`src/design/msc_pkg.sv`:
```
package msc_pkg;

  localparam int ADDR_W = 6;
  localparam int DATA_W = 32;
  localparam int LEN_W = 14;
  localparam int STAT_N = 8;

  // Byte offsets
  localparam logic [5:0] OFS_NET_CTRL = 6'h00;
  localparam logic [5:0] OFS_NET_CFG = 6'h04;
  localparam logic [5:0] OFS_TYPE_ID = 6'h08;
  localparam logic [5:0] OFS_USER_IO = 6'h0c;
  localparam logic [5:0] OFS_STAT_BASE = 6'h10;

  // Field positions
  localparam int NC_RX_EN_BIT = 2;
  localparam int NC_STAT_WE_BIT = 7;
  localparam int CFG_EXT_LEN_BIT = 8;
  localparam int UIO_RMII_BIT = 0;
  localparam int UIO_TRANSCEIVER_CLOCK_GATE_BIT = 1;
  localparam int TID_W = 16;

  // Reset values
  localparam logic RST_RX_EN = 1'b0;
  localparam logic RST_STAT_WE = 1'b0;
  localparam logic RST_EXT_LEN = 1'b0;
  localparam logic RST_RMII = 1'b0;
  localparam logic RST_TRANSCEIVER_CLOCK_GATE = 1'b0;
  localparam logic [15:0] RST_TYPE_ID = 16'h0000;

  // Frame length limits in bytes
  localparam logic [13:0] FRAME_MIN = 14'd64;
  localparam logic [13:0] FRAME_MAX = 14'd1518;
  localparam logic [13:0] FRAME_MAX_EXT = 14'd1536;

  // Counter slots, in address order
  localparam int IDX_PAUSE = 0;
  localparam int IDX_TX_OK = 1;
  localparam int IDX_ONE_COL = 2;
  localparam int IDX_MULTI_COL = 3;
  localparam int IDX_RX_OK = 4;
  localparam int IDX_CRC = 5;
  localparam int IDX_ALIGN = 6;
  localparam int IDX_DEFER = 7;
  localparam int STAT_W [STAT_N] = '{16, 24, 16, 16, 24, 8, 8, 16};

  typedef struct packed {
    logic read;
    logic write;
    logic [5:0] address;
    logic [31:0] writedata;
    logic [3:0] byteenable;
  } msc_av_req_type;

  typedef struct packed {
    logic [13:0] len;
    logic dribble;
    logic crc_bad;
    logic sym_err;
    logic pause;
    logic addr_match;
    logic copied;
    logic [15:0] type_len;
  } msc_rx_status_type;

  typedef struct packed {
    logic underrun;
    logic retry_exceeded;
    logic [4:0] coll_cnt;
    logic deferred;
  } msc_tx_status_type;

endpackage

```
`src/design/msc_mac_stats.sv`:
```
// What this block does
// - Counter read returns count, then clears
// - Counters saturate at all ones
// - Receive counters count only when enabled
// - Counter writes need control bit 7
// - 16-bit good pause frames counter
// - Good frame: valid length, no errors
// - 24-bit successful transmit frames counter
// - 16-bit single collision frames counter
// - 16-bit two-to-fifteen collision counter
// - 24-bit good received copied frames counter
// - 8-bit whole-byte bad CRC counter
// - Symbol error, whole bytes: CRC counter
// - 8-bit alignment error frames counter
// - Symbol error, odd bits: alignment counter
// - 16-bit deferred first-attempt frames counter
// - User I/O bit 0 selects RMII
// - User I/O bit 1 gates transceiver clock
// - 16-bit type ID compared with frames
//
// Added by the designer: the Avalon-MM interface to the registers and the address map.
`timescale 1ns/10ps
module msc_mac_stats import msc_pkg::*; (
  input wire logic clk_i,
  input wire logic resetn_i,
  input wire msc_av_req_type avs_req_i,
  output logic [31:0] avs_readdata_o,
  output logic avs_waitrequest_o,
  input wire logic rx_done_i,
  input wire msc_rx_status_type rx_st_i,
  input wire logic tx_done_i,
  input wire msc_tx_status_type tx_st_i,
  output logic rmii_mode_o,
  output logic transceiver_clock_gate_o,
  output logic type_match_o
);

  typedef struct packed {
    logic rx_en;
    logic stat_we;
    logic ext_len;
    logic [15:0] type_id;
    logic rmii;
    logic clk_en;
    logic rd_ack;
    logic [31:0] rdata;
    logic type_match;
  } msc_top_state_type;

  localparam logic [3:0] SEL_STAT = OFS_STAT_BASE[5:2];

  msc_top_state_type st_r, st_nxt;
  logic [3:0] sel;
  logic [31:0] rd_mux, be_mask, wval;
  logic rd_take, wr_take;
  logic [STAT_N-1:0] inc, stat_sel, stat_clr, stat_wr;
  logic [31:0] stat_q [STAT_N];

  assign sel = avs_req_i.address[5:2];
  assign rd_take = avs_req_i.read && !st_r.rd_ack;
  assign wr_take = avs_req_i.write;
  assign avs_waitrequest_o = rd_take;
  assign avs_readdata_o = st_r.rdata;
  assign rmii_mode_o = st_r.rmii;
  assign transceiver_clock_gate_o = st_r.clk_en;
  assign type_match_o = st_r.type_match;

  msc_frame_classify u_classify (
    .clk_i(clk_i),
    .resetn_i(resetn_i),
    .rx_done_i(rx_done_i),
    .rx_st_i(rx_st_i),
    .rx_en_i(st_r.rx_en),
    .ext_len_i(st_r.ext_len),
    .tx_done_i(tx_done_i),
    .tx_st_i(tx_st_i),
    .inc_o(inc)
  );

  for (genvar i = 0; i < STAT_N; i++) begin : g_stat
    logic [STAT_W[i]-1:0] cnt;
    assign stat_sel[i] = sel == SEL_STAT + 4'(i);
    assign stat_clr[i] = rd_take && stat_sel[i];
    assign stat_wr[i] = wr_take && st_r.stat_we && stat_sel[i];
    assign stat_q[i] = {{(32 - STAT_W[i]){1'b0}}, cnt};
    msc_sat_counter #(.W(STAT_W[i])) u_cnt (
      .clk_i(clk_i),
      .resetn_i(resetn_i),
      .inc_i(inc[i]),
      .clr_i(stat_clr[i]),
      .wr_i(stat_wr[i]),
      .wdata_i(wval[STAT_W[i]-1:0]),
      .cnt_o(cnt)
    );
  end

  // Register readback, zero above each field
  always_comb begin
    rd_mux = 32'h0000_0000;
    if (sel == OFS_NET_CTRL[5:2]) begin
      rd_mux[NC_RX_EN_BIT] = st_r.rx_en;
      rd_mux[NC_STAT_WE_BIT] = st_r.stat_we;
    end else if (sel == OFS_NET_CFG[5:2]) begin
      rd_mux[CFG_EXT_LEN_BIT] = st_r.ext_len;
    end else if (sel == OFS_TYPE_ID[5:2]) begin
      rd_mux[TID_W-1:0] = st_r.type_id;
    end else if (sel == OFS_USER_IO[5:2]) begin
      rd_mux[UIO_RMII_BIT] = st_r.rmii;
      rd_mux[UIO_TRANSCEIVER_CLOCK_GATE_BIT] = st_r.clk_en;
    end else if (sel >= SEL_STAT && sel < SEL_STAT + 4'(STAT_N)) begin
      rd_mux = stat_q[3'(sel - SEL_STAT)];
    end
  end

  // Byte lanes merged over the current value
  always_comb begin
    for (int b = 0; b < 4; b++) begin
      be_mask[8*b +: 8] = {8{avs_req_i.byteenable[b]}};
    end
    wval = (rd_mux & ~be_mask) | (avs_req_i.writedata & be_mask);
  end

  always_comb begin
    st_nxt = st_r;
    if (rd_take) begin
      st_nxt.rdata = rd_mux;
      st_nxt.rd_ack = 1'b1;
    end else begin
      st_nxt.rd_ack = 1'b0;
    end
    if (wr_take) begin
      if (sel == OFS_NET_CTRL[5:2]) begin
        st_nxt.rx_en = wval[NC_RX_EN_BIT];
        st_nxt.stat_we = wval[NC_STAT_WE_BIT];
      end else if (sel == OFS_NET_CFG[5:2]) begin
        st_nxt.ext_len = wval[CFG_EXT_LEN_BIT];
      end else if (sel == OFS_TYPE_ID[5:2]) begin
        st_nxt.type_id = wval[TID_W-1:0];
      end else if (sel == OFS_USER_IO[5:2]) begin
        st_nxt.rmii = wval[UIO_RMII_BIT];
        st_nxt.clk_en = wval[UIO_TRANSCEIVER_CLOCK_GATE_BIT];
      end
    end
    if (rx_done_i) begin
      st_nxt.type_match = rx_st_i.type_len == st_r.type_id;
    end
  end

  always_ff @(posedge clk_i or negedge resetn_i) begin
    if (!resetn_i) begin
      st_r.rx_en <= RST_RX_EN;
      st_r.stat_we <= RST_STAT_WE;
      st_r.ext_len <= RST_EXT_LEN;
      st_r.type_id <= RST_TYPE_ID;
      st_r.rmii <= RST_RMII;
      st_r.clk_en <= RST_TRANSCEIVER_CLOCK_GATE;
      st_r.rd_ack <= 1'b0;
      st_r.rdata <= 32'h0000_0000;
      st_r.type_match <= 1'b0;
    end else begin
      st_r <= st_nxt;
    end
  end

  // Checks
  logic [STAT_N*32-1:0] stat_flat;
  always_comb begin
    for (int k = 0; k < STAT_N; k++) begin
      stat_flat[32*k +: 32] = stat_q[k];
    end
  end

  read_lat_a: assert property (@(posedge clk_i) disable iff (!resetn_i)
    (avs_req_i.read && !avs_waitrequest_o) |-> $past(avs_waitrequest_o))
    else $error("read answered without wait cycle");
  write_nowait_a: assert property (@(posedge clk_i) disable iff (!resetn_i)
    avs_req_i.write |-> !avs_waitrequest_o)
    else $error("write stalled");
  rd_clear_a: assert property (@(posedge clk_i) disable iff (!resetn_i)
    (rd_take && stat_sel[IDX_CRC] && !inc[IDX_CRC])
    |=> stat_q[IDX_CRC] == 32'h0 && avs_readdata_o == $past(stat_q[IDX_CRC]))
    else $error("read did not return and clear");
  wr_block_a: assert property (@(posedge clk_i) disable iff (!resetn_i)
    (wr_take && !st_r.stat_we && inc == '0 && !avs_req_i.read) |=> $stable(stat_flat))
    else $error("counter written while locked");
  wr_take_a: assert property (@(posedge clk_i) disable iff (!resetn_i)
    (stat_wr[IDX_DEFER] && avs_req_i.byteenable == 4'hf && !inc[IDX_DEFER])
    |=> stat_q[IDX_DEFER] == {16'h0000, $past(avs_req_i.writedata[15:0])})
    else $error("counter write lost");
  rmii_sel_a: assert property (@(posedge clk_i) disable iff (!resetn_i)
    (wr_take && sel == OFS_USER_IO[5:2] && avs_req_i.byteenable[0])
    |=> rmii_mode_o == $past(avs_req_i.writedata[UIO_RMII_BIT]))
    else $error("mode select not applied");
  clk_gate_a: assert property (@(posedge clk_i) disable iff (!resetn_i)
    (wr_take && sel == OFS_USER_IO[5:2] && avs_req_i.byteenable[0])
    |=> transceiver_clock_gate_o == $past(avs_req_i.writedata[UIO_TRANSCEIVER_CLOCK_GATE_BIT]))
    else $error("clock gate not applied");
  type_cmp_a: assert property (@(posedge clk_i) disable iff (!resetn_i)
    rx_done_i |=> type_match_o == ($past(rx_st_i.type_len) == $past(st_r.type_id)))
    else $error("type compare wrong");
  upper_zero_a: assert property (@(posedge clk_i) disable iff (!resetn_i)
    (avs_req_i.read && !avs_waitrequest_o && $past(sel) == OFS_TYPE_ID[5:2]
     && $past(rd_take)) |-> avs_readdata_o[31:16] == 16'h0000)
    else $error("reserved bits not zero");

  read_cnt_c: cover property (@(posedge clk_i) disable iff (!resetn_i)
    rd_take && stat_sel[IDX_RX_OK] && stat_q[IDX_RX_OK] != 32'h0);
  sat_c: cover property (@(posedge clk_i) disable iff (!resetn_i)
    stat_q[IDX_CRC] == 32'h0000_00ff && inc[IDX_CRC]);
  wr_cnt_c: cover property (@(posedge clk_i) disable iff (!resetn_i) |stat_wr);
  rmii_c: cover property (@(posedge clk_i) disable iff (!resetn_i) rmii_mode_o);

endmodule // msc_mac_stats

```
`src/design/msc_sat_counter.sv`:
```
`timescale 1ns/10ps
module msc_sat_counter import msc_pkg::*; #(
  parameter int W = 8
) (
  input wire logic clk_i,
  input wire logic resetn_i,
  input wire logic inc_i,
  input wire logic clr_i,
  input wire logic wr_i,
  input wire logic [W-1:0] wdata_i,
  output logic [W-1:0] cnt_o
);

  typedef struct packed {
    logic [W-1:0] cnt;
  } msc_cnt_state_type;

  msc_cnt_state_type st_r, st_nxt;
  logic [W-1:0] base;

  always_comb begin
    base = st_r.cnt;
    if (wr_i) begin
      base = wdata_i;
    end else if (clr_i) begin
      base = '0;
    end
    st_nxt.cnt = base;
    if (inc_i && base != {W{1'b1}}) begin
      st_nxt.cnt = base + W'(1);
    end
  end

  always_ff @(posedge clk_i or negedge resetn_i) begin
    if (!resetn_i) begin
      st_r <= '0;
    end else begin
      st_r <= st_nxt;
    end
  end

  assign cnt_o = st_r.cnt;

  sat_hold_a: assert property (@(posedge clk_i) disable iff (!resetn_i)
    (cnt_o == {W{1'b1}} && inc_i && !clr_i && !wr_i) |=> cnt_o == {W{1'b1}})
    else $error("counter wrapped");
  inc_step_a: assert property (@(posedge clk_i) disable iff (!resetn_i)
    (inc_i && !clr_i && !wr_i && cnt_o != {W{1'b1}}) |=> cnt_o == $past(cnt_o) + W'(1))
    else $error("counter missed increment");
  clr_zero_a: assert property (@(posedge clk_i) disable iff (!resetn_i)
    (clr_i && !wr_i) |=> cnt_o == (W'($past(inc_i))))
    else $error("counter not cleared");

endmodule // msc_sat_counter

```
`src/design/msc_frame_classify.sv`:
```
`timescale 1ns/10ps
module msc_frame_classify import msc_pkg::*; (
  input wire logic clk_i,
  input wire logic resetn_i,
  input wire logic rx_done_i,
  input wire msc_rx_status_type rx_st_i,
  input wire logic rx_en_i,
  input wire logic ext_len_i,
  input wire logic tx_done_i,
  input wire msc_tx_status_type tx_st_i,
  output logic [STAT_N-1:0] inc_o
);

  typedef struct packed {
    logic [STAT_N-1:0] inc;
  } msc_cls_state_type;

  msc_cls_state_type st_r, st_nxt;
  logic [13:0] max_len;
  logic len_ok, rx_go, good, bad_fcs, tx_ok;

  always_comb begin
    max_len = ext_len_i ? FRAME_MAX_EXT : FRAME_MAX;
    len_ok = rx_st_i.len >= FRAME_MIN && rx_st_i.len <= max_len;
    rx_go = rx_done_i && rx_en_i;
    good = len_ok && !rx_st_i.crc_bad && !rx_st_i.dribble && !rx_st_i.sym_err;
    bad_fcs = rx_st_i.crc_bad || rx_st_i.sym_err;
    tx_ok = tx_done_i && !tx_st_i.underrun && !tx_st_i.retry_exceeded;
    st_nxt.inc = '0;
    st_nxt.inc[IDX_PAUSE] = rx_go && good && rx_st_i.pause;
    st_nxt.inc[IDX_TX_OK] = tx_ok;
    st_nxt.inc[IDX_ONE_COL] = tx_ok && tx_st_i.coll_cnt == 5'h01;
    st_nxt.inc[IDX_MULTI_COL] = tx_ok && tx_st_i.coll_cnt >= 5'h02
      && tx_st_i.coll_cnt <= 5'h0f;
    st_nxt.inc[IDX_RX_OK] = rx_go && good && rx_st_i.addr_match && rx_st_i.copied;
    st_nxt.inc[IDX_CRC] = rx_go && len_ok && !rx_st_i.dribble && bad_fcs;
    st_nxt.inc[IDX_ALIGN] = rx_go && len_ok && rx_st_i.dribble && bad_fcs;
    st_nxt.inc[IDX_DEFER] = tx_done_i && tx_st_i.deferred && tx_st_i.coll_cnt == 5'h00
      && !tx_st_i.underrun;
  end

  always_ff @(posedge clk_i or negedge resetn_i) begin
    if (!resetn_i) begin
      st_r <= '0;
    end else begin
      st_r <= st_nxt;
    end
  end

  assign inc_o = st_r.inc;

  rx_gate_a: assert property (@(posedge clk_i) disable iff (!resetn_i)
    (!rx_en_i) |=> (inc_o[IDX_PAUSE] | inc_o[IDX_RX_OK] | inc_o[IDX_CRC] | inc_o[IDX_ALIGN]) == 1'b0)
    else $error("rx counted while disabled");
  pause_good_a: assert property (@(posedge clk_i) disable iff (!resetn_i)
    (rx_done_i && rx_en_i && rx_st_i.pause && rx_st_i.len == FRAME_MIN && !rx_st_i.crc_bad
     && !rx_st_i.dribble && !rx_st_i.sym_err) |=> inc_o[IDX_PAUSE])
    else $error("good pause not counted");
  long_frame_a: assert property (@(posedge clk_i) disable iff (!resetn_i)
    (rx_done_i && rx_st_i.len > FRAME_MAX_EXT) |=> !inc_o[IDX_RX_OK] && !inc_o[IDX_CRC])
    else $error("oversize frame counted");
  tx_col_a: assert property (@(posedge clk_i) disable iff (!resetn_i)
    inc_o[IDX_ONE_COL] |-> inc_o[IDX_TX_OK] && !inc_o[IDX_MULTI_COL] && !inc_o[IDX_DEFER])
    else $error("collision classes overlap");
  err_split_a: assert property (@(posedge clk_i) disable iff (!resetn_i)
    (rx_done_i && rx_en_i && rx_st_i.sym_err && rx_st_i.dribble && rx_st_i.len == FRAME_MAX)
    |=> inc_o[IDX_ALIGN] && !inc_o[IDX_CRC])
    else $error("symbol error misfiled");

endmodule // msc_frame_classify

```
`config.mk`:
```
export PLATFORM = sky130hd
export DESIGN_NAME = msc_mac_stats
export DESIGN_NICKNAME = d
export VERILOG_FILES = /design/src/design/msc_pkg.sv /design/src/design/msc_mac_stats.sv /design/src/design/msc_sat_counter.sv /design/src/design/msc_frame_classify.sv
export SDC_FILE = /design/constraint.sdc
export NUM_CORES = 1
export LEC_CHECK = 0
export ABC_AREA = 1
export BUFFER_PORTS_ARGS = -buffer_cell sky130_fd_sc_hd__buf_2
export CORE_MARGIN = 5
export CORE_UTILIZATION = 65
export CTS_BUF_LIST = sky130_fd_sc_hd__clkbuf_4 sky130_fd_sc_hd__clkbuf_8
export CTS_CLUSTER_DIAMETER = 50
export DETAILED_ROUTE_END_ITERATION = 6
export HOLD_SLACK_MARGIN = 0.1
export PLACE_DENSITY_LB_ADDON = 0.05
export SETUP_SLACK_MARGIN = 0.4
export SYNTH_ARGS = -nofsm -noshare
export SYNTH_HDL_FRONTEND = slang
export SYNTH_SLANG_ARGS = --single-unit
```
`constraint.sdc`:
```
create_clock -name clk_i -period 7.75 [get_ports clk_i]
set_input_delay 0.775 -clock clk_i [delete_from_list [all_inputs] [get_ports clk_i]]
set_output_delay 0.775 -clock clk_i [all_outputs]
set_load 0.03 [all_outputs]
```
Word-level counts from Yosys, hierarchy flattened --
Index checks and enable logic that the tools add are counted.
Cells by class: add/subtract/negate cells 9, $mul 0, divide/modulo/power cells 0, magnitude comparators 7, equality and inequality tests 21, shift-type cells 0, muxes and demuxes 46, bitwise logic cells 8, reductions and logical operators 62
Operators by type and width (number):
- $mux W16 | 14
- $mux W32 | 7
- $mux W24 | 7
- $bmux W32 S3 | 1
- $add A16 B1 Y16 const B | 4
- $ne A16 B16 Y1 const B | 4
- $mux W8 | 7
- $logic_and A1 B1 Y1 | 49
- $add A24 B1 Y24 const B | 2
- $and A24 B24 Y24 | 2
- $ne A24 B24 Y1 const B | 2
- $mux W30 | 1
- $not A24 Y24 | 1
- $or A24 B24 Y24 | 1
- $mux W23 | 1
- $add A8 B1 Y8 const B | 2
- $eq A16 B16 Y1 | 1
- $eq A4 B3 Y1 const B | 4
- $eq A4 B4 Y1 const B | 4
- $ne A8 B8 Y1 const B | 2
- $ge A14 B7 Y1 const B | 1
- $le A14 B14 Y1 | 1
- $mux W10 | 1
- $eq A4 B2 Y1 const B | 2
- 21 further kinds | 32
Storage, ports and cells: bits in registers 191, bits in latches 0, memory bits (writable) 0, ROM bits 0, logic and storage cells 171, memories 0

Longest topological paths before layout --
Gate-level depths: netlist (run 1).
depth after elaboration 20, gate-level depth with buffers 28

Hierarchy --
A second synthesis (run 1) with hierarchy kept.
Second synthesis, totals: cells, all modules 2787, area total of the unflattened synthesis 16784.8 um2
By module, submodules not included:
- msc_sat_counter (g_stat[0].u_cnt ...) | instances 4, cells an instance 246, area each 1483.9 um2, seq. area each 400.4 um2
- msc_sat_counter (g_stat[1].u_cnt ...) | instances 2, cells an instance 427, area each 2368.5 um2, seq. area each 600.6 um2
- msc_mac_stats | instances 1, cells an instance 693, area each 4347.9 um2, seq. area each 1176.1 um2
- msc_sat_counter (g_stat[5].u_cnt ...) | instances 2, cells an instance 89, area each 593.1 um2, seq. area each 200.2 um2
- msc_frame_classify | instances 1, cells an instance 78, area each 578.1 um2, seq. area each 200.2 um2

Worst setup path before layout (run 1) --
Ideal clock, no wire load.
kind in2reg, start input avs_req_i[40] in the netlist's numbering, end register g_stat[1].u_cnt.st_r, in the netlist g_stat[1].u_cnt.cnt_o[19], library setup time 0.117 ns, arrival time 3.954 ns, required time 7.633 ns, setup slack 3.679 ns, stages 25, path buffers 5, path through buf_2 inv_1 buf_2 buf_2 ha_1 inv_2 nor2_8 buf_2 a21oi_1 nand2_1 nand3_1 nand2_1 a21boi_1 inv_1 ha_1 nand2_1 nor2_2 nand2_1 nor2_1 nand2_1 nand2_2 inv_2 buf_2 nand2_1 nand2_1
RTL lines:
- start: declaration | RTL line msc_mac_stats.sv:26 | input wire msc_av_req_type avs_req_i,
- end signal: assignment | RTL line msc_sat_counter.sv:38 | st_r <= st_nxt;
- end: declaration | RTL line msc_sat_counter.sv:18 | msc_cnt_state_type st_r, st_nxt;

==> flow_summary.json, run 1 <==
{
  "syn2layout_area_growth_pct": 5.14,
  "cts_hold_buf": 0,
  "grt.total_usage_pct": 36.2,
  "clockBufferDepth": 2,
  "io_pins": 128,
  "fmax_ghz": 0.200,
  "core-area_mm2": 0.0226,
  "root_buffer": "clkbuf_8",
  "drive_gt1_share_pct": 10.3,
  "yosys_warnings": 0,
  "start_util_pct": 65.9,
  "cpPeakStageDelay_ns": 0.52,
  "violations": "design-rule violations",
  "antenna_found_initial": 0,
  "synthArstFlopShare_pct": 100,
  "rsz0062_at_grt": "no",
  "clock_skew_ns": 0.0233,
  "grt_pass1_wl_um": 75500,
  "fin_nets": 2557,
  "synth_area_leader_cell": "dfrtp_1",
  "wl_per_cell_um": 17.5,
  "startpoint_type": "input port",
  "synth_area_leaders": "dfrtp_1 (31%), nand2_1 (26%), nand3_1 (7.9%)",
  "drtIter0Drc": 2117,
  "status": "finished with violations",
  "drv_slew": 0,
  "dpl_cell_area_mm2": 0.0152,
  "synth_cell_type_count": 51,
  "min_period_over_period_pct": 64.5,
  "setup_violations": 0,
  "path_class": "input port to register",
  "worst_pin_slew_ns": 1.05,
  "yosys.area.top_type_share_pct": 30.8,
  "synth_xor_area_share_pct": 4.01,
  "yosys_most_used_dff": "dfrtp_1",
  "rows": 55,
  "synthSimpleGateAreaFrac_pct": 45.9,
  "place_congestion": 0.975,
  "synth_compound_area_share_pct": 7.54,
  "min_period_ns": 5.00,
  "via_count": 16379,
  "synthMostInstantiatedCell": "nand2_1",
  "fin_util_pct": 69.2,
  "postCtsSetupRepairBufs": 0,
  "overflow": 0,
  "wl_met3_um": 5990,
  "drc": 2,
  "met2_length_um": 20000,
  "final.setup.tns_ns": 0,
  "antenna_cells": 0,
  "synth_top_family_by_area": "simple AND/OR/NAND/NOR gates",
  "relSlewSlack_pct": 29.9,
  "arrival_ns": 5.36,
  "grt_max_degree": 102,
  "crit_chain": "buf_2 -> inv_2 -> nor2_1 -> nand2_1 -> nand4_1 -> nand3_1 -> nand2_1 -> nand3_1 -> nand2_1 -> nand2_1 -> nand2_1 -> ha_1 -> nand2_1 -> nor2_2 -> nand2_1 -> nor2_1 -> nand2_1 -> nand2_2 -> inv_2 -> nand2_1 -> nand2_1",
  "cts_resized": 0,
  "cts_tree": "yes",
  "netlist_instances": 2408,
  "ys_seq_area_share_pct": 30.8,
  "vias_per_cell": 5.97,
  "synth-seq-cells": 183,
  "routed.top_layer": "met4",
  "slowest_stage": "buf_2",
  "hold_ws_ns": 0.337,
  "synth_adder_area_share_pct": 1.60,
  "ir_drop_uv": 104,
  "cp_max_fo": 31,
  "hp-class": "input port to async pin",
  "power.density_mw_per_mm2": 187,
  "hpwl_um": 35100,
  "clk_latency_ns": 0.49,
  "dieArea_mm2": 0.0260,
  "cp_common_cell": "nand2_1",
  "dr.pass1.iters": 7,
  "final_antenna_net_count": 0,
  "clkSlewWorstSetupHoldPaths_ns": 0.10,
  "leakage_uw": 0.00812,
  "numCtsBuffers": 17,
  "synth_edf_count": 0,
  "syn_area_per_cell_um2": 6.17,
  "synth_common_cells": "nand2_1 (1045), nand3_1 (235), inv_1 (189), dfrtp_1 (183), nor2_1 (159)",
  "maxCapViolCount": 0,
  "htree_num_levels": 4,
  "cts.sinks": 183,
  "portBuffers": 108,
  "synthMuxAreaShare_pct": 0.0758,
  "wl_um": 48100,
  "syn_area_mm2": 0.0149,
  "fin_area_mm2": 0.0156,
  "drt-met1-wl_um": 19400,
  "die_y_um": 161,
  "cp.required_ns": 8.11,
  "end_kind": "register",
  "grt_pass1_vias": 14784,
  "die_w_um": 161,
  "hold_viol": 0
}
## where the power goes
group	internal, uW	switching [uW]
Clock	302	374
Sequential	1110	99.4
Combinational	327	708
## worst paths after layout
check | from | to | slack (ns) | depth (start not counted)
max reg2reg | st_r[53] | g_stat[1].u_cnt.cnt_o[11] | 3.57 | 17
min in group clk_i | rx_st_i[21] | u_classify.inc_o[5] | 0.45 | 2
min | resetn_i | u_classify.inc_o[5] | 0.34 | 1
min reg2reg | avs_readdata_o[12] | avs_readdata_o[12] | 0.49 | 2
max in group asynchronous | resetn_i | u_classify.inc_o[0] | 5.82 | 2
max | avs_req_i[39] | g_stat[1].u_cnt.cnt_o[11] | 2.75 | 21
## worst max-delay path: cells and delay by family
kind          cells  cell delay (ns)
simple gates     17             3.01
buf+inv           3             1.20
fa+ha+maj         1             0.31
## per-layer routing
metal,GRT usage [%],up-vias
li1,-,7680
met1,49.5,7430
met2,53.6,1070
met3,9.59,199
met4,17.7,0
met5,0,-
## logic make-up (layout without fill, tap and decap cells)
logic type,count (synthesis),count (layout)
flip-flops,183,183
adder cells (fa/ha/maj),19,19
other,1,8
AO/OA/AOI/OAI,185,185
multiplexers,1,1
XOR/XNOR,68,68
buffers and inverters,336,378
AND/OR/NAND/NOR,1615,1615
## layout by cell type (no fill, tap or decap), types with 6 or more instances in the layout
cell      count
nand2_1    1045
nand3_1     235
inv_1       189
dfrtp_1     183
nor2_1      159
buf_2       107
o21ai_0      72
nand4_1      67
nor3_1       49
xor2_1       46
o21ai_1      42
inv_2        37
a21oi_1      26
xnor2_1      22
ha_1         19
clkbuf_8     19
nand2_2      15
nor2_2       13
buf_4        10
o21ai_2       9
o21bai_2      9
nand3b_1      8
conb_1        8
nor3_2        6
nor4_1        6
## per-stage QoR
step | total power [uW] | worst slack, ns | cells
floorplan | 1940 | 3.68 | 2415
global placement | 2190 | 2.48 | 2712
detailed placement | 2220 | 2.42 | 2712
CTS | 2880 | 2.88 | 2742
global route | 3080 | 2.36 | 2742
finish | 2920 | 2.75 | 2742
## state kept, by name, summed over array words and instances, names as in the netlist
signal                    flops
transceiver_clock_gate_o      1
st_r                         20
rmii_mode_o                   1
type_match_o                  1
avs_readdata_o               24
u_classify.inc_o              8
g_stat.u_cnt.cnt_o          128
## cell type report
cell class	count	area [um^2]
clock buffer	20	263
timing repair buffer	118	624
clock inverter	10	123
sequential	183	4580
multi-input combinational	1896	8820
fill	2051	6940
inverter	230	863
tap	285	357
Power figures use the tool's default switching activity.
==> inputs of run 2 (changes only) <==
Settings changed: CORE_UTILIZATION 65 to 63.
Clock period 7.75 ns to 4.8 ns, I/O delays scaled along.
==> run 2 against run 1 <==
- the run now ends clean
- final area is 1.6% higher
- clock skew hardly changed
- clock-buffer cell count is 2 lower
- critical path type unchanged
- critical endpoint is now g_stat[2].u_cnt.cnt_o[4]
==> flow_summary.json, run 2 (synthesis results as in run 1) <==
{
  "antenna_found_initial": 1,
  "clock_skew_ns": 0.0231,
  "dieArea_mm2": 0.0268,
  "fillCellCount": 2210,
  "rows": 56,
  "core-area_mm2": 0.0233,
  "clkSlewWorstSetupHoldPaths_ns": 0.11,
  "drt-met1-wl_um": 20800,
  "final_common_cell": "nand2_1",
  "drc": 0,
  "drtIter0Drc": 1924,
  "setup_violations": 0,
  "routed.top_layer": "met4",
  "min-delay-start": "rx_st_i[21]",
  "wl_met3_um": 6280,
  "worst_pin_slew_ns": 0.769,
  "start_util_pct": 63.7,
  "syn2layout_area_growth_pct": 6.87,
  "power.density_mw_per_mm2": 297,
  "cp.required_ns": 5.24,
  "grt_pass1_wl_um": 76300,
  "maxCapViolCount": 0,
  "cp_max_fo": 22,
  "fmax_ghz": 0.267,
  "relSlewSlack_pct": 48.2,
  "cts_resized": 0,
  "dr.pass1.iters": 7,
  "reg2reg_depth": 14,
  "root_buffer": "clkbuf_8",
  "arrival_ns": 4.19,
  "grt.total_usage_pct": 36.7,
  "min_period_ns": 3.75,
  "path_class": "input port to register",
  "cts_tree": "yes",
  "r2r_start": "st_r[33]",
  "hold_viol": 0,
  "io_pins": 128,
  "hold_path_end": "u_classify.inc_o[5]",
  "final_antenna_net_count": 0,
  "met2_length_um": 20400,
  "vias_per_cell": 5.74,
  "min_delay_path_depth": 2,
  "ir_drop_uv": 204,
  "placedCellCount": 2771,
  "leakage_uw": 0.00826,
  "status": "complete, no violations",
  "postCtsSetupRepairBufs": 0,
  "stdcell_count": 2805,
  "startpoint_type": "input port",
  "overflow": 0,
  "rsz0062_at_grt": "no",
  "die_y_um": 164,
  "drv_slew": 0,
  "cts.sinks": 183,
  "end_kind": "register",
  "hold_ws_ns": 0.143,
  "final.setup.tns_ns": 0,
  "fin_util_pct": 68.1,
  "htree_num_levels": 4,
  "numCtsBuffers": 17,
  "power_uw": 4720,
  "clockBufferDepth": 2,
  "r2r_slack_ns": 1.31,
  "portBuffers": 108,
  "wl_per_cell_um": 17.6,
  "min_period_over_period_pct": 78.1,
  "drive_gt1_share_pct": 11.3,
  "hp-class": "input port to register",
  "wl_um": 49500,
  "largest_reg_flops": 128,
  "hpwl_um": 37400,
  "timing.rr.end": "g_stat[2].u_cnt.cnt_o[4]",
  "via_count": 16092,
  "place_congestion": 0.996,
  "clk_latency_ns": 0.50,
  "grt_max_degree": 100,
  "grt_pass1_vias": 14260,
  "fin_nets": 2583,
  "final_cell_mix": "nand2_1 (1045), nand3_1 (235), inv_1 (189), dfrtp_1 (183), nor2_1 (159)",
  "die_w_um": 164
}
-- run 2: cell types whose count changed in the layout (fill, tap and decap cells not counted), moves of 2 or more --
| cell | before | now |
|---|---|---|
| clkinvlp_4 | 3 | 0 |
| inv_8 | 0 | 4 |
| buf_4 | 10 | 33 |
| bufinv_16 | 2 | 0 |
| buf_12 | 0 | 2 |
| clkinv_4 | 1 | 3 |
-- run 2: critical path, cell delays in order --
cell and delay [ns]:
buf_2 0.39, inv_2 0.27, buf_4 0.26, nand2_1 0.07, nand2_1 0.06, nand2_1 0.07
nand4_1 0.08, nand3_1 0.14, nand2_1 0.10, nand3_1 0.08, nand2_1 0.27, buf_4 0.27
nand2_1 0.06, nand2_1 0.10, ha_1 0.29, nand3_1 0.19, inv_1 0.09, nand2_1 0.13
nor2_1 0.07, nor2_2 0.49, nand2_1 0.11, nand2_1 0.10
-- run 2: repair_timing --
item / 4_1_cts / 5_1_grt
endpoints found under the setup margin: 0 / 0
hold buffers: 1 / 0
endpoints found under the hold margin: 84 / 0
-- run 2: layer usage --
layer  up-vias  global-route usage [%]
li1       7744                       -
met1      7330                    52.5
met2       879                    53.5
met3       139                    9.66
met4         0                    14.1
met5         -                       0
-- run 2: how the worst max path moves through the flow --
stage / slack [ns] / cells past startpoint / end / from
floorplan: 1.02 / 25 / g_stat[1].u_cnt.cnt_o[19] / avs_req_i[40]
global placement: 0.69 / 22 / g_stat[2].u_cnt.cnt_o[11] / avs_req_i[38]
detailed placement: 0.67 / 20 / g_stat[5].u_cnt.cnt_o[5] / avs_req_i[38]
CTS: 1.19 / 22 / g_stat[2].u_cnt.cnt_o[12] / avs_req_i[38]
global route: 0.80 / 22 / g_stat[2].u_cnt.cnt_o[12] / avs_req_i[38]
finish: 1.05 / 22 / g_stat[2].u_cnt.cnt_o[4] / avs_req_i[38]
-- run 2: cell type report --
cell class	instances	area [um^2]	share of cell area [%]
antenna	1	2.50	0.0158
tap	319	399	2.51
multi-input combinational	1896	8820	55.5
inverter	230	863	5.43
clock inverter	14	133	0.835
clock buffer	18	241	1.52
timing repair buffer	144	847	5.33
sequential	183	4580	28.8
-- run 2: power by group --
part,internal [uW],switching [uW]
Sequential,1790,182
Combinational,551,1140
Clock,389,660
-- run 2: per-stage QoR --
step / cell area (um^2) / setup slack, ns
6_report: 15900 / 1.05
3_5_place_dp: 15500 / 0.670
5_1_grt: 15900 / 0.803
4_1_cts: 15900 / 1.19
2_1_floorplan: 14900 / 1.02
3_3_place_gp: 15500 / 0.693
==> inputs of run 3 (changes only) <==
Settings changed: CORE_UTILIZATION 63 to 57.
Clock period 4.8 ns to 3.3 ns, I/O delays scaled along.
==> run 3 against run 2 <==
- critical path depth shrank 4
- via count up 5.3%
- global-route usage down 1.1 points
- sequential share of layout area shrank 3.4 points
- utilization increased by 1.7 points
- clock power rose by 65%
- final area increased by 13%
- final cell count grew 7.3%
- clock skew up 0.0034 ns
- largest power group is now combinational logic
- highest routed layer is now met5
==> flow_summary.json, run 3 (synthesis results as in run 1) <==
{
  "hpwl_um": 40600,
  "start_util_pct": 57.5,
  "wl_per_cell_um": 17.8,
  "maxCapViolCount": 0,
  "overflow": 0,
  "die_w_um": 171,
  "rsz0062_at_grt": "no",
  "die_y_um": 171,
  "power_uw": 7590,
  "reg2reg_depth": 18,
  "clkSlewWorstSetupHoldPaths_ns": 0.11,
  "root_buffer": "clkbuf_8",
  "portBuffers": 108,
  "top_usage_layer": "met2",
  "post-place-ws_ns": -0.163,
  "cp_max_fo": 15,
  "critical_path.startpoint": "g_stat[1].u_cnt.cnt_o[5]",
  "clockBufferDepth": 2,
  "dieArea_mm2": 0.0294,
  "r2r_slack_ns": 0.48,
  "rows": 59,
  "drtIter0Drc": 1942,
  "power.density_mw_per_mm2": 421,
  "arrival_ns": 3.19,
  "clockPowerShare_pct": 22.8,
  "wl_um": 53700,
  "min_period_ns": 2.82,
  "dpl_cell_area_mm2": 0.0168,
  "met3_usage_pct": 8.43,
  "vias_per_cell": 5.63,
  "final_cell_mix": "nand2_1 (1018), nand3_1 (229), buf_4 (194), inv_1 (183), dfrtp_1 (183)",
  "fillCellCount": 2317,
  "fin_area_mm2": 0.0180,
  "fin_nets": 2773,
  "dr.pass1.iters": 6,
  "via_count": 16944,
  "swShare_pct": 40.9,
  "min-delay-start": "tx_st_i[3]",
  "layout_setup_ws_ns": 0.480,
  "clock_skew_ns": 0.0265,
  "place_congestion": 1.00,
  "met1_usage_pct": 48.7,
  "timing.rr.end": "g_stat[2].u_cnt.cnt_o[15]",
  "crit_end": "g_stat[2].u_cnt.cnt_o[15]",
  "seqPwrFrac_pct": 38.1,
  "grt.met2_usage_pct": 56.0,
  "numCtsBuffers": 17,
  "grt_pass1_vias": 15539,
  "placedCellCount": 2931,
  "stdcell_count": 3011,
  "largest_reg_flops": 128,
  "drv_slew": 0,
  "syn2layout_area_growth_pct": 21.3,
  "r2r_start": "g_stat[1].u_cnt.cnt_o[5]",
  "grt_max_degree": 103,
  "leakage_uw": 0.00934,
  "setup_violations": 0,
  "startpoint_type": "register",
  "drive_gt1_share_pct": 20.1,
  "htree_num_levels": 4,
  "clk_latency_ns": 0.49,
  "path_class": "register to register",
  "p_comb_share_pct": 39.0,
  "worst_pin_slew_ns": 0.877,
  "final_common_cell": "nand2_1",
  "relSlewSlack_pct": 41.5,
  "status": "complete, no violations",
  "cts_tree": "yes",
  "final_antenna_net_count": 0,
  "antenna_found_initial": 1,
  "hold_viol": 0,
  "core-area_mm2": 0.0258,
  "min_period_over_period_pct": 85.5,
  "p_int_uw": 4480,
  "io_pins": 128,
  "fmax_ghz": 0.355,
  "end_kind": "register",
  "hp-class": "input port to register",
  "ir_drop_uv": 305,
  "grt.total_usage_pct": 35.7,
  "drc": 0,
  "cts.sinks": 183,
  "p_sw_uw": 3110,
  "fin_util_pct": 69.8,
  "cp.required_ns": 3.67,
  "grt_pass1_wl_um": 82000
}
==> run 3: cell types whose count changed in the layout (fill, tap and decap cells not counted), moves of 10 or more <==
cell           delta
buf_4           +161
dlygate4sd3_1    +13
nand2_1          -27
nand2_2          +14
nand2_4          +13
nor2_1           -16
nor2_2           +10
==> run 3: worst max-delay path, stage by stage (launching register included) <==
cell	delay [ns]
dfrtp_1	0.43
nand2_1	0.08
nand2_1	0.12
nand2_1	0.10
nand3_1	0.11
nand3_1	0.15
nand2_1	0.13
nand3_1	0.12
nand2_4	0.21
nand2_1	0.07
nand2_1	0.16
nand2_1	0.15
nor2_2	0.20
nand2_1	0.15
nor2_2	0.17
nor2_4	0.06
buf_12	0.14
nand2_1	0.07
nand2_1	0.06
==> run 3: timing repair <==
action                     4_1_cts  5_1_grt
buffers inserted                 0       30
hold endpoints to repair       106        0
setup endpoints to repair       46      122
hold buffers                    14        0
pin swaps                        0       24
resized for setup                5       96
gates cloned                     0        3
==> run 3: power groups by stage <==
stage	Sequential (uW)	Clock, uW	Combinational (uW)
after global placement	2920	0	2700
after CTS	2880	1740	2790
after global routing	2920	1830	3250
after floorplan	2810	0	1810
final	2890	1730	2960
after detailed placement	2920	0	2760
==> run 3: worst min path at each step <==
| stage | endpoint | slack (ns) | cells after the start |
|---|---|---|---|
| after floorplan | avs_readdata_o[0] | 0.03 | 0 |
| after global placement | avs_readdata_o[10] | 0.46 | 2 |
| after detailed placement | avs_readdata_o[11] | 0.46 | 2 |
| after CTS | u_classify.inc_o[7] | 0.13 | 3 |
| after global routing | u_classify.inc_o[7] | 0.14 | 3 |
| final | u_classify.inc_o[7] | 0.15 | 3 |
==> run 3: metrics by stage <==
stage          TNS, ns  hold WS (ns)
2_1_floorplan        0        0.0344
3_3_place_gp    -0.619         0.457
3_5_place_dp     -2.45         0.464
4_1_cts              0         0.130
5_1_grt              0         0.141
6_report             0         0.146
==> run 3: cell type report <==
| type | instances | area [um^2] | share of cell area [%] |
|---|---|---|---|
| Antenna cell | 1 | 2.50 | 0.0139 |
| Clock buffer | 20 | 269 | 1.49 |
| Clock inverter | 12 | 156 | 0.868 |
| Inverter | 230 | 896 | 4.97 |
| Multi-Input combinational cell | 1897 | 9270 | 51.4 |
| Sequential cell | 183 | 4580 | 25.4 |
| Tap cell | 335 | 419 | 2.32 |
| Timing Repair Buffer | 333 | 2440 | 13.5 |
==> run 3: routing by layer <==
| layer | part of all wire [%] | wire, um |
|---|---|---|
| met1 | 41 | 22300 |
| met2 | 44 | 23400 |
| met3 | 11 | 6070 |
| met4 | 3.7 | 1970 |
| met5 | 0.013 | 7 |
